## src/rtl/charge_timer_pkg.sv

```systemverilog
`default_nettype none
package charge_timer_pkg;
   // timer chain geometry
   localparam int CHAIN_STAGES    = 34;
   localparam int SW1_SKIP        = 19;
   localparam int SW2_SKIP        = 11;
   localparam int LIMIT_LSB       = 31;  // one limit step = 2**31 base ticks
   localparam int LIMIT_W         = 3;
   localparam logic [LIMIT_W:0] LIMIT_STEPS_MAX = 4'h8;  // 283 min, end of chain
   localparam logic [LIMIT_W:0] LIMIT_STEPS_MIN = 4'h2;  // 71 min
   // sampling gate divider and holdoff timer
   localparam int SAMPLE_STAGES   = 21;
   localparam int SW3A_SKIP       = 5;
   localparam int HOLDOFF_STAGES  = 28;
   localparam int SW3B_SKIP       = 11;
   // timing: base tick derived from the longest limit over the whole chain
   localparam longint SYS_CLK_PS      = 5000;
   localparam longint LIMIT_MAX_MIN   = 283;
   // picoseconds per second need more than 32 bits, so the literal is sized
   localparam longint BASE_TICK_PS    = (LIMIT_MAX_MIN * 60 * 64'he8d4a51000) / (64'h1 << CHAIN_STAGES);
   localparam int     BASE_TICK_CYC   = int'(BASE_TICK_PS / SYS_CLK_PS);  // round down, 197
   localparam int     TICK_W          = 16;
   // reset values
   localparam logic   EXPIRED_RST     = 1'b0;
endpackage
`default_nettype wire

```

## src/rtl/charge_timer_test_bypass.sv

```systemverilog
`timescale 1ns/1ps
`default_nettype none
// How it works
// - timer is a 34-stage divider; 283 min only reached at chain end
// - switch one feeds the tick past 19 stages, 524288 times faster
// - switch one is on whenever battery sense is below lower threshold
// - with switch one, limits 71..283 min become about 8.1..32.3 ms
// - switch one during real charging is harmless; low sense forces trickle anyway
// - test modes need no extra pins; normal behaviour unchanged otherwise
// - switch two feeds the tick past 11 stages, 2048 times faster
// - switch two needs sense low and negative bias on select one together
// - with switch two, fast/trickle falls about 2.1..8.3 s after sense drops
// - switch 3A skips 5 sampling gate stages, sampling 32 times faster
// - switch 3B skips 11 holdoff stages, holdoff 2048 times faster
// - both switch three sections follow negative bias on select one
// - three select pins pick 71..283 min; all biased disables the timer
// - entering the sense window resets the timer and over-temperature latch
// - timer past its limit latches trickle until a reset pulse

// divider chain whose tick can enter at one of two later stages
module skip_counter #(
   parameter int WIDTH  = 34,
   parameter int SKIP_A = 19,
   parameter int SKIP_B = 11
) (
   input  wire logic             i_sys_clk,  // system clock
   input  wire logic             i_rstn,     // async reset, active low
   input  wire logic             i_tick,     // base tick
   input  wire logic             i_clear,    // synchronous clear
   input  wire logic             i_skip_a,   // bypass SKIP_A stages
   input  wire logic             i_skip_b,   // bypass SKIP_B stages, wins
   input  wire logic             i_sat,      // hold at all ones
   output logic [WIDTH-1:0]      o_count     // chain state
);
   logic [WIDTH-1:0] next_count;
   logic [WIDTH:0]   sum;
   logic [WIDTH:0]   step;

   // next chain value: tick injected at the bypass stage
   always_comb begin
      step = (WIDTH+1)'(1);
      if (i_skip_b) begin
         step = (WIDTH+1)'(1) << SKIP_B;
      end else if (i_skip_a) begin
         step = (WIDTH+1)'(1) << SKIP_A;
      end
      sum        = {1'b0, o_count} + step;
      next_count = o_count;
      if (i_clear) begin
         next_count = '0;
      end else if (i_tick) begin
         if (sum[WIDTH] && i_sat) begin
            next_count = '1;  // end of chain reached, stop
         end else begin
            next_count = sum[WIDTH-1:0];
         end
      end
   end

   // chain register
   always_ff @(posedge i_sys_clk or negedge i_rstn) begin
      if (!i_rstn) begin
         o_count <= '0;
      end else begin
         o_count <= next_count;
      end
   end
endmodule // skip_counter

module charge_timer_test_bypass
   import charge_timer_pkg::*;
#(
   parameter int TICK_CYC = BASE_TICK_CYC
) (
   input  wire logic i_sys_clk,             // 200 MHz clock
   input  wire logic i_rstn,                // async reset, active low
   input  wire logic i_sense_low,           // battery sense below lower threshold
   input  wire logic i_sense_in_window,     // battery sense inside fast window
   input  wire logic i_uvlo,                // supply undervoltage lockout
   input  wire logic i_limit_select_one,    // select one open (1) or grounded (0)
   input  wire logic i_limit_select_two,    // select two open (1) or grounded (0)
   input  wire logic i_limit_select_three,  // select three open (1) or grounded (0)
   input  wire logic i_limit_select_one_neg,// select one at negative bias
   input  wire logic i_temp_backup,         // all selects biased: timer disabled
   output logic      o_fast_allowed,        // timer permits fast charge
   output logic      o_timer_expired,       // latched trickle from timer
   output logic      o_reset_pulse,         // timer / over-temp latch reset
   output logic      o_sample_gate_output,  // sampling gate, low while sampling
   output logic      o_holdoff_done,        // trickle holdoff elapsed
   output logic      o_test_sw1,            // switch one engaged
   output logic      o_test_sw2,            // switch two engaged
   output logic      o_test_sw3             // switch three engaged
);
   import charge_timer_pkg::*;

   // synchroniser flops and their next values
   logic                      low_meta;
   logic                      low_sync;
   logic                      neg_meta;
   logic                      neg_sync;
   logic                      next_low_meta;
   logic                      next_low_sync;
   logic                      next_neg_meta;
   logic                      next_neg_sync;
   // switch flags
   logic                      sw1;
   logic                      sw2;
   logic                      sw3;
   logic                      next_sw1;
   logic                      next_sw2;
   logic                      next_sw3;
   // window edge detect and reset pulse
   logic                      win_q;
   logic                      next_win_q;
   logic                      rst_pulse;
   logic                      next_rst_pulse;
   // base tick prescaler
   logic [TICK_W-1:0]         tick_cnt;
   logic [TICK_W-1:0]         next_tick_cnt;
   logic                      tick;
   logic                      next_tick;
   // latched trickle and output flags
   logic                      expired;
   logic                      next_expired;
   logic                      fast;
   logic                      next_fast;
   logic                      gate;
   logic                      next_gate;
   logic                      hold_done;
   logic                      next_hold_done;
   // limit decode and divider chains
   logic [LIMIT_W:0]          limit_steps;
   logic                      limit_hit;
   logic                      chain_clear;
   logic [CHAIN_STAGES-1:0]   chain;
   logic [SAMPLE_STAGES-1:0]  sample;
   logic [HOLDOFF_STAGES-1:0] holdoff;

   // two-flop synchronisers for analogue test conditions
   always_comb begin
      next_low_meta = i_sense_low;
      next_low_sync = low_meta;
      next_neg_meta = i_limit_select_one_neg;
      next_neg_sync = neg_meta;
   end

   // first flops may go metastable, so only the second flops feed the decode
   always_ff @(posedge i_sys_clk or negedge i_rstn) begin
      if (!i_rstn) begin
         low_meta <= 1'b0;
         low_sync <= 1'b0;
         neg_meta <= 1'b0;
         neg_sync <= 1'b0;
      end else begin
         low_meta <= next_low_meta;
         low_sync <= next_low_sync;
         neg_meta <= next_neg_meta;
         neg_sync <= next_neg_sync;
      end
   end

   // test switch decode from existing inputs only
   always_comb begin
      next_sw1 = low_sync;
      next_sw2 = low_sync && neg_sync;
      next_sw3 = neg_sync;
   end

   always_ff @(posedge i_sys_clk or negedge i_rstn) begin
      if (!i_rstn) begin
         sw1 <= 1'b0;
         sw2 <= 1'b0;
         sw3 <= 1'b0;
      end else begin
         sw1 <= next_sw1;
         sw2 <= next_sw2;
         sw3 <= next_sw3;
      end
   end

   // base tick prescaler standing in for the internal oscillator
   always_comb begin
      next_tick     = 1'b0;
      next_tick_cnt = tick_cnt + TICK_W'(1);
      if (tick_cnt >= TICK_W'(TICK_CYC - 1)) begin
         next_tick_cnt = '0;
         next_tick     = 1'b1;
      end
   end

   always_ff @(posedge i_sys_clk or negedge i_rstn) begin
      if (!i_rstn) begin
         tick_cnt <= '0;
         tick     <= 1'b0;
      end else begin
         tick_cnt <= next_tick_cnt;
         tick     <= next_tick;
      end
   end

   // reset pulse on window entry or while supply is locked out
   always_comb begin
      next_win_q     = i_sense_in_window;
      next_rst_pulse = (i_sense_in_window && !win_q) || i_uvlo;
   end

   always_ff @(posedge i_sys_clk or negedge i_rstn) begin
      if (!i_rstn) begin
         win_q     <= 1'b0;
         rst_pulse <= 1'b0;
      end else begin
         win_q     <= next_win_q;
         rst_pulse <= next_rst_pulse;
      end
   end

   // chain restarts on a reset pulse and when switch one engages
   assign chain_clear = rst_pulse || (next_sw1 && !sw1) || i_temp_backup;

   // backup charge timer: 34 stages, switch two wins over switch one
   skip_counter #(
      .WIDTH  (CHAIN_STAGES),
      .SKIP_A (SW1_SKIP),
      .SKIP_B (SW2_SKIP)
   ) u_chain (
      .i_sys_clk (i_sys_clk),
      .i_rstn    (i_rstn),
      .i_tick    (tick),
      .i_clear   (chain_clear),
      .i_skip_a  (sw1),
      .i_skip_b  (sw2),
      .i_sat     (1'b1),
      .o_count   (chain)
   );

   // sampling gate divider, section A of switch three
   skip_counter #(
      .WIDTH  (SAMPLE_STAGES),
      .SKIP_A (SW3A_SKIP),
      .SKIP_B (SW3A_SKIP)
   ) u_sample (
      .i_sys_clk (i_sys_clk),
      .i_rstn    (i_rstn),
      .i_tick    (tick),
      .i_clear   (1'b0),
      .i_skip_a  (sw3),
      .i_skip_b  (1'b0),
      .i_sat     (1'b0),
      .o_count   (sample)
   );

   // trickle holdoff timer, section B of switch three
   skip_counter #(
      .WIDTH  (HOLDOFF_STAGES),
      .SKIP_A (SW3B_SKIP),
      .SKIP_B (SW3B_SKIP)
   ) u_holdoff (
      .i_sys_clk (i_sys_clk),
      .i_rstn    (i_rstn),
      .i_tick    (tick),
      .i_clear   (rst_pulse),
      .i_skip_a  (sw3),
      .i_skip_b  (1'b0),
      .i_sat     (1'b1),
      .o_count   (holdoff)
   );

   // programmed limit from the open/grounded selects
   always_comb begin
      limit_steps = {1'b0, i_limit_select_three, i_limit_select_two, i_limit_select_one}
                    + (LIMIT_W+1)'(1);
      if (limit_steps < LIMIT_STEPS_MIN) begin
         limit_steps = LIMIT_STEPS_MIN;
      end
      if (limit_steps == LIMIT_STEPS_MAX) begin
         limit_hit = &chain;  // only at end of chain
      end else begin
         limit_hit = {1'b0, chain[CHAIN_STAGES-1:LIMIT_LSB]} >= limit_steps;
      end
   end

   // latched trickle and output flags
   always_comb begin
      next_expired = expired;
      if (rst_pulse) begin
         next_expired = 1'b0;  // only a reset pulse releases
      end else if (limit_hit && !i_temp_backup) begin
         next_expired = 1'b1;
      end
      next_fast      = !next_expired && !i_uvlo;
      next_gate      = |sample[SAMPLE_STAGES-1:SW3A_SKIP];  // low near wrap
      next_hold_done = holdoff[HOLDOFF_STAGES-1];
   end

   always_ff @(posedge i_sys_clk or negedge i_rstn) begin
      if (!i_rstn) begin
         expired   <= EXPIRED_RST;
         fast      <= 1'b0;
         gate      <= 1'b1;
         hold_done <= 1'b0;
      end else begin
         expired   <= next_expired;
         fast      <= next_fast;
         gate      <= next_gate;
         hold_done <= next_hold_done;
      end
   end

   // outputs straight from flops
   assign o_fast_allowed       = fast;
   assign o_timer_expired      = expired;
   assign o_reset_pulse        = rst_pulse;
   assign o_sample_gate_output = gate;
   assign o_holdoff_done       = hold_done;
   assign o_test_sw1           = sw1;
   assign o_test_sw2           = sw2;
   assign o_test_sw3           = sw3;
endmodule // charge_timer_test_bypass
`default_nettype wire

```

## config.mk

```make
export PLATFORM = sky130hd
export DESIGN_NAME = charge_timer_test_bypass
export DESIGN_NICKNAME = d
export VERILOG_FILES = /design/src/rtl/charge_timer_pkg.sv /design/src/rtl/charge_timer_test_bypass.sv
export SDC_FILE = /design/constraint.sdc
export NUM_CORES = 1
export LEC_CHECK = 0
export CORE_MARGIN = 4
export CORE_UTILIZATION = 53
export DETAILED_ROUTE_END_ITERATION = 10
export DONT_BUFFER_PORTS = 1
export PLACE_DENSITY = 0.78
export SLEW_MARGIN = 15
export SYNTH_ARGS = -nofsm -noshare
export SYNTH_HDL_FRONTEND = slang
export SYNTH_HIERARCHICAL = 1
export SYNTH_SLANG_ARGS = --single-unit
```

## constraint.sdc

```tcl
create_clock -name i_sys_clk -period 6.7 [get_ports i_sys_clk]
set_input_delay 1.34 -clock i_sys_clk [delete_from_list [all_inputs] [get_ports i_sys_clk]]
set_output_delay 1.34 -clock i_sys_clk [all_outputs]
set_load 0.01 [all_outputs]
```

## Word level (Yosys, flattened, before mapping)

Cells that the tools add are included.

- Register bits after elaboration: 113
- Logic and storage cells: 60
- Output and inout bits: 8
- Input port bits: 10

- $add $sub $neg: 5
- $lt $le $gt $ge: 3
- Equality and inequality tests: 1
- Reductions and logical operators: 17
- Multiplexer cells: 16

Operator list:

| kind | count |
|---|---|
| $mux W34 | 3 |
| $mux W28 | 3 |
| $mux W20 | 2 |
| $add A34 B20 Y35 | 1 |
| $reduce_and A34 Y1 | 1 |
| $add A28 B12 Y29 | 1 |
| $add A21 B6 Y21 | 1 |
| $add A16 B1 Y16 const B | 1 |
| $ge A16 B8 Y1 const B | 1 |
| $mux W16 | 1 |
| $reduce_or A16 Y1 | 1 |
| $mux W12 | 1 |
| $mux W6 | 1 |
| $logic_and A1 B1 Y1 | 5 |
| $logic_not A1 Y1 | 5 |
| $add A3 B1 Y4 const B | 1 |
| $eq A4 B4 Y1 const B | 1 |
| $ge A3 B4 Y1 | 1 |
| $lt A4 B2 Y1 const B | 1 |
| $mux W1 | 4 |
| $mux W4 | 1 |
| $reduce_bool A2 Y1 | 2 |
| $logic_or A1 B1 Y1 | 3 |

## Longest topological paths before layout

- Depth after elaboration: 10
- Gate-level depth with buffers: 10
- Depth with buffers taken out: 8

## Hierarchy

Netlist, hierarchy kept.

By module, submodules not included:

| module | instances | cells an instance | area each (µm²) | seq. area each (µm²) |
|---|---|---|---|---|
| skip_counter (u_chain) | 1 | 227 | 2099.5 | 850.8 |
| skip_counter (u_holdoff) | 1 | 174 | 1651.6 | 700.7 |
| charge_timer_test_bypass | 1 | 121 | 1325.0 | 752.0 |
| skip_counter (u_sample) | 1 | 141 | 1300.0 | 525.5 |

## Worst setup path before layout

No wires, ideal clock.

- Path kind: in2reg
- Start: input port i_limit_select_one
- End: register expired, in the netlist o_timer_expired
- Path slack: 3.868 ns
- Arrival: 2.712 ns
- Stages on the path: 8
- Buffers on the path: 0
- Setup time: 0.120 ns
- Required time: 6.580 ns
- Path through: ha_1 > xnor2_1 > a21oi_1 > ha_1 > nand2b_1 > a211o_1 > a31oi_1 > nand2_1

- Longest elaborated chain between the ends: 8
- Elaborated cells between the ends (all ways): 9
- Those cells by class: add/sub: 1; order compare: 2; eq/ne: 1; mux: 4; reduce/logical: 1

RTL lines:

| item | RTL line | source |
|---|---|---|
| from (decl) | charge_timer_test_bypass.sv:80 | `input wire logic i_limit_select_one,` |
| $add A3 B1 Y4 (*) | charge_timer_test_bypass.sv:271 | `+ (LIMIT_W+1)'(1);` |
| $lt A4 B2 Y1 | charge_timer_test_bypass.sv:272 | `if (limit_steps < LIMIT_STEPS_MIN) begin` |
| $mux W4 (*) | charge_timer_test_bypass.sv:272 |  |
| $ge A3 B4 Y1 or $eq A4 B4 Y1 (tied branches) | charge_timer_test_bypass.sv:278, charge_timer_test_bypass.sv:275 |  |
| $mux W1 (*) | charge_timer_test_bypass.sv:275 | `if (limit_steps == LIMIT_STEPS_MAX) begin` |
| $logic_and A1 B1 Y1 (*) | charge_timer_test_bypass.sv:287 | `end else if (limit_hit && !i_temp_backup) begin` |
| $mux W1 (*) | charge_timer_test_bypass.sv:287 |  |
| $mux W1 (*) | charge_timer_test_bypass.sv:285 | `if (rst_pulse) begin` |
| net next_expired | charge_timer_test_bypass.sv:124 | `logic next_expired;` |
| to (signal assigned) | charge_timer_test_bypass.sv:302 | `expired <= next_expired;` |
| to (decl) | charge_timer_test_bypass.sv:123 | `logic expired;` |

Mark *: on every way through the listed nets, which the timed path passes. The rest lies on a longest branch.
A chain may end at the register's enable or synchronous reset.

## Final worst setup path

- Start: register sw1, in the netlist o_test_sw1
- End: register u_chain.o_count[15]

- Longest elaborated chain between the ends: 6
- Elaborated cells between the ends (all ways): 11
- Those cells by class: add/sub: 1; mux: 5; reduce/logical: 5

RTL lines:

| item | RTL line | source |
|---|---|---|
| from (decl) | charge_timer_test_bypass.sv:106 | `logic sw1;` |
| from (signal assigned) | charge_timer_test_bypass.sv:175 | `sw1 <= next_sw1;` |
| $mux W20 | charge_timer_test_bypass.sv:44 | `end else if (i_skip_a) begin` |
| $mux W20 | charge_timer_test_bypass.sv:42 | `if (i_skip_b) begin` |
| $add A34 B20 Y35 | charge_timer_test_bypass.sv:47 | `sum = {1'b0, o_count} + step;` |
| $mux W34 | charge_timer_test_bypass.sv:52 | `if (sum[WIDTH] && i_sat) begin` |
| $mux W34 | charge_timer_test_bypass.sv:51 | `end else if (i_tick) begin` |
| $mux W34 | charge_timer_test_bypass.sv:49 | `if (i_clear) begin` |
| to (signal assigned) | charge_timer_test_bypass.sv:65 | `o_count <= next_count;` |
| to (decl) | charge_timer_test_bypass.sv:33 | `output logic [WIDTH-1:0] o_count` |

Several ways; a longest one is shown, not always the timed one. The select of a mux whose other input is x is not followed.

==> impl_metrics.json <==
{
  "finalCriticalPeriod_ns": 2.98,
  "cts_buffer_depth": 2,
  "cts_sinks": 113,
  "pwr-share-seq_pct": 43.2,
  "cp_max_fo": 28,
  "clkPwrFrac_pct": 53.1,
  "sw_frac_of_total_pct": 21.8,
  "startpoint_type": "register",
  "grt_setup_unrepaired": "no",
  "drc": 0,
  "end_kind": "register",
  "initial_utilization_pct": 54.9,
  "vias": 5327,
  "required_ns": 7.00,
  "cp_data_arrival_time_ns": 3.28,
  "cts_resized": 0,
  "syn_inst": 663,
  "ant_nets": 0,
  "grt_pass1_wl_um": 24000,
  "io_buffer_count": 0,
  "fin_tns_setup_ns": 0,
  "via_per_inst": 6.44,
  "drv_slew": 0,
  "grt_pass1_vias": 5047,
  "antenna_found_initial": 0,
  "grt_max_degree": 114,
  "min_path_type": "reg2reg",
  "cts_max_level": 4,
  "power_switching_mw": 0.358,
  "yosys_most_used_dff": "dfrtp_1",
  "cts_buffers": 17,
  "cts-root-buf": "clkbuf_16",
  "p_leak_nw": 3.04,
  "synth_area_mm2": 0.00638,
  "drt-initial-drc-count": 634,
  "cellPowerDensity_mw_per_mm2": 232,
  "period_share_pct": 44.5,
  "gp_congestion": 0.880,
  "finalPower_mw": 1.64,
  "clock_skew_ns": 0.00746,
  "tightestPinTransition_ns": 0.889,
  "syn_avg_cell_area_um2": 9.62,
  "synth-edff-count": 0,
  "hold_ws_ns": 0.374,
  "rows": 39,
  "routed_wirelength_um": 14100,
  "hold_viol_final": 0,
  "synthArstFlopShare_pct": 100,
  "n_antenna_cell": 0,
  "grtUsageTotal_pct": 20.7,
  "maxCapViolations": 0,
  "path_class": "reg2reg",
  "ir_worst_vdd_mv": 0.217,
  "cts_tree": "done",
  "layout_common_cells": "dfrtp_1 (111), nor2_1 (72), nand2_1 (38), nand3_1 (36), nor3_1 (32)",
  "drive_above_1_share_pct": 11.8,
  "dpl.hpwl_um": 9090,
  "ys_warn_count": 6,
  "postCtsSetupRepairBufs": 0,
  "layout_commonest_cell": "dfrtp_1",
  "power_frac_comb_pct": 3.7,
  "clkLatencyLatePin_ns": 0.41,
  "setup_viol": 0,
  "clkTransAtPathRegs_ns": 0.05,
  "hold_buffers": 0,
  "cpMostUsedCell": "ha_1",
  "die-area_mm2": 0.0138,
  "die_y_um": 118,
  "grt-ovfl-total": 0,
  "crit_slowest_cell": "o41ai_4",
  "path_cells": "nor2_1 > ha_1 > ha_1 > nand3_1 > o41ai_4 > nand4b_4 > and4_1 > a2111oi_2",
  "avgRoutedWirePerCell_um": 17.1,
  "cpPeakStageDelay_ns": 0.47,
  "max_freq_mhz": 336,
  "synth.distinct_cells": 69,
  "status": "completed",
  "die_x_um": 118,
  "ios": 18,
  "drt_pre_antenna_iters": 6,
  "nets": 697,
  "synthToLayoutAreaGrowth_pct": 10.7,
  "ys_seq_area_share_pct": 44.4,
  "p_int_mw": 1.28,
  "max_slew_margin_pct": 40.0,
  "yosys_register_bits": 113,
  "core_mm2": 0.0116
}
[worst paths after layout]
check	startpoint	slack (ns)	cells past startpoint	endpoint
worst max-delay path	o_test_sw1	3.72	8	u_chain/o_count[15]
worst min-delay path	neg_meta	0.37	0	neg_sync
worst max register to register	o_test_sw1	3.72	8	u_chain/o_count[15]
worst min register to register	neg_meta	0.37	0	neg_sync
max in group asynchronous	i_rstn	5.90	0	o_sample_gate_output
min in group asynchronous	i_rstn	0.62	0	u_sample/o_count[9]
[kinds of logic after synthesis]
group,Yosys count,share of synthesized area (%)
AND/OR/NAND/NOR,302,26.6
AO/OA/AOI/OAI,155,18.5
flip-flops,113,44.4
buffers and inverters,50,3.69
adder cells (fa/ha/maj),16,3.14
XOR/XNOR,14,1.92
multiplexers,11,1.73
other,2,0.118
[worst max-delay path, delay by kind of cell (launching register included)]
kind            cells  cell delay, ns
simple gates        4            1.15
fa+ha+maj           2            0.46
flops               1            0.44
compound gates      2            0.80
[final cells by class]
cell class | count | area, um2
clock buffer | 21 | 460
inverter | 22 | 82.6
clock inverter | 11 | 113
tap | 143 | 179
sequential | 113 | 2830
fill | 936 | 4560
multi-input combinational | 514 | 3370
timing repair buffer | 3 | 22.5
[power by group through the flow]
stage | registers [mW] | clock network, mW | logic, mW
finish | 0.708 | 0.870 | 0.0608
floorplan | 0.716 | 0 | 0.0480
global placement | 0.718 | 0 | 0.0555
global route | 0.709 | 0.921 | 0.0674
detailed placement | 0.719 | 0 | 0.0578
CTS | 0.708 | 0.884 | 0.0590
[metrics by stage]
step                std cells  instance area, um2  worst slack [ns]  utilization [%]
floorplan                 677                6430              3.87                -
global route              827                7060              3.57             60.8
CTS                       827                7060              3.76             60.8
global placement          795                6480              3.81             55.8
detailed placement        795                6480              3.76             55.8
finish                    827                7060              3.72             60.8
[synthesized netlist by cell type (11+ instances only)]
cell type / number / share of area, %
a211oi_1: 28 / 3.3
a21oi_1: 25 / 2.0
a31oi_1: 13 / 1.3
a41oi_1: 11 / 1.5
and3_1: 18 / 1.8
and4_1: 12 / 1.6
clkbuf_1: 17 / 1.0
dfrtp_1: 112 / 44
ha_1: 16 / 3.1
inv_1: 22 / 1.3
mux2i_1: 11 / 1.7
nand2_1: 38 / 2.2
nand3_1: 36 / 2.8
nand4_1: 27 / 2.6
nor2_1: 72 / 4.2
nor3_1: 32 / 2.5
nor4_1: 17 / 1.7
o21ai_0: 25 / 2.0
[registers in the layout, summed over array words and instances, names as in the netlist]
| name | cells |
|---|---|
| o_test_sw2 | 1 |
| low_sync | 1 |
| o_test_sw3 | 1 |
| o_sample_gate_output | 1 |
| tick | 1 |
| o_reset_pulse | 1 |
| u_holdoff/o_count | 28 |
| neg_meta | 1 |
| neg_sync | 1 |
| tick_cnt | 16 |
| u_chain/o_count | 34 |
| low_meta | 1 |
| o_fast_allowed | 1 |
| win_q | 1 |
| o_holdoff_done | 1 |
| o_test_sw1 | 1 |
| o_timer_expired | 1 |
| u_sample/o_count | 21 |
[routing by layer]
layer	vias to the layer above	GRT usage [%]	part of all wire (%)
met4	0	7.91	1.4
met2	130	34.0	50
met5	-	0	0
met1	2644	26.6	45
met3	22	4.61	3.8
li1	2531	-	-
(Power assumes the default switching activity.)
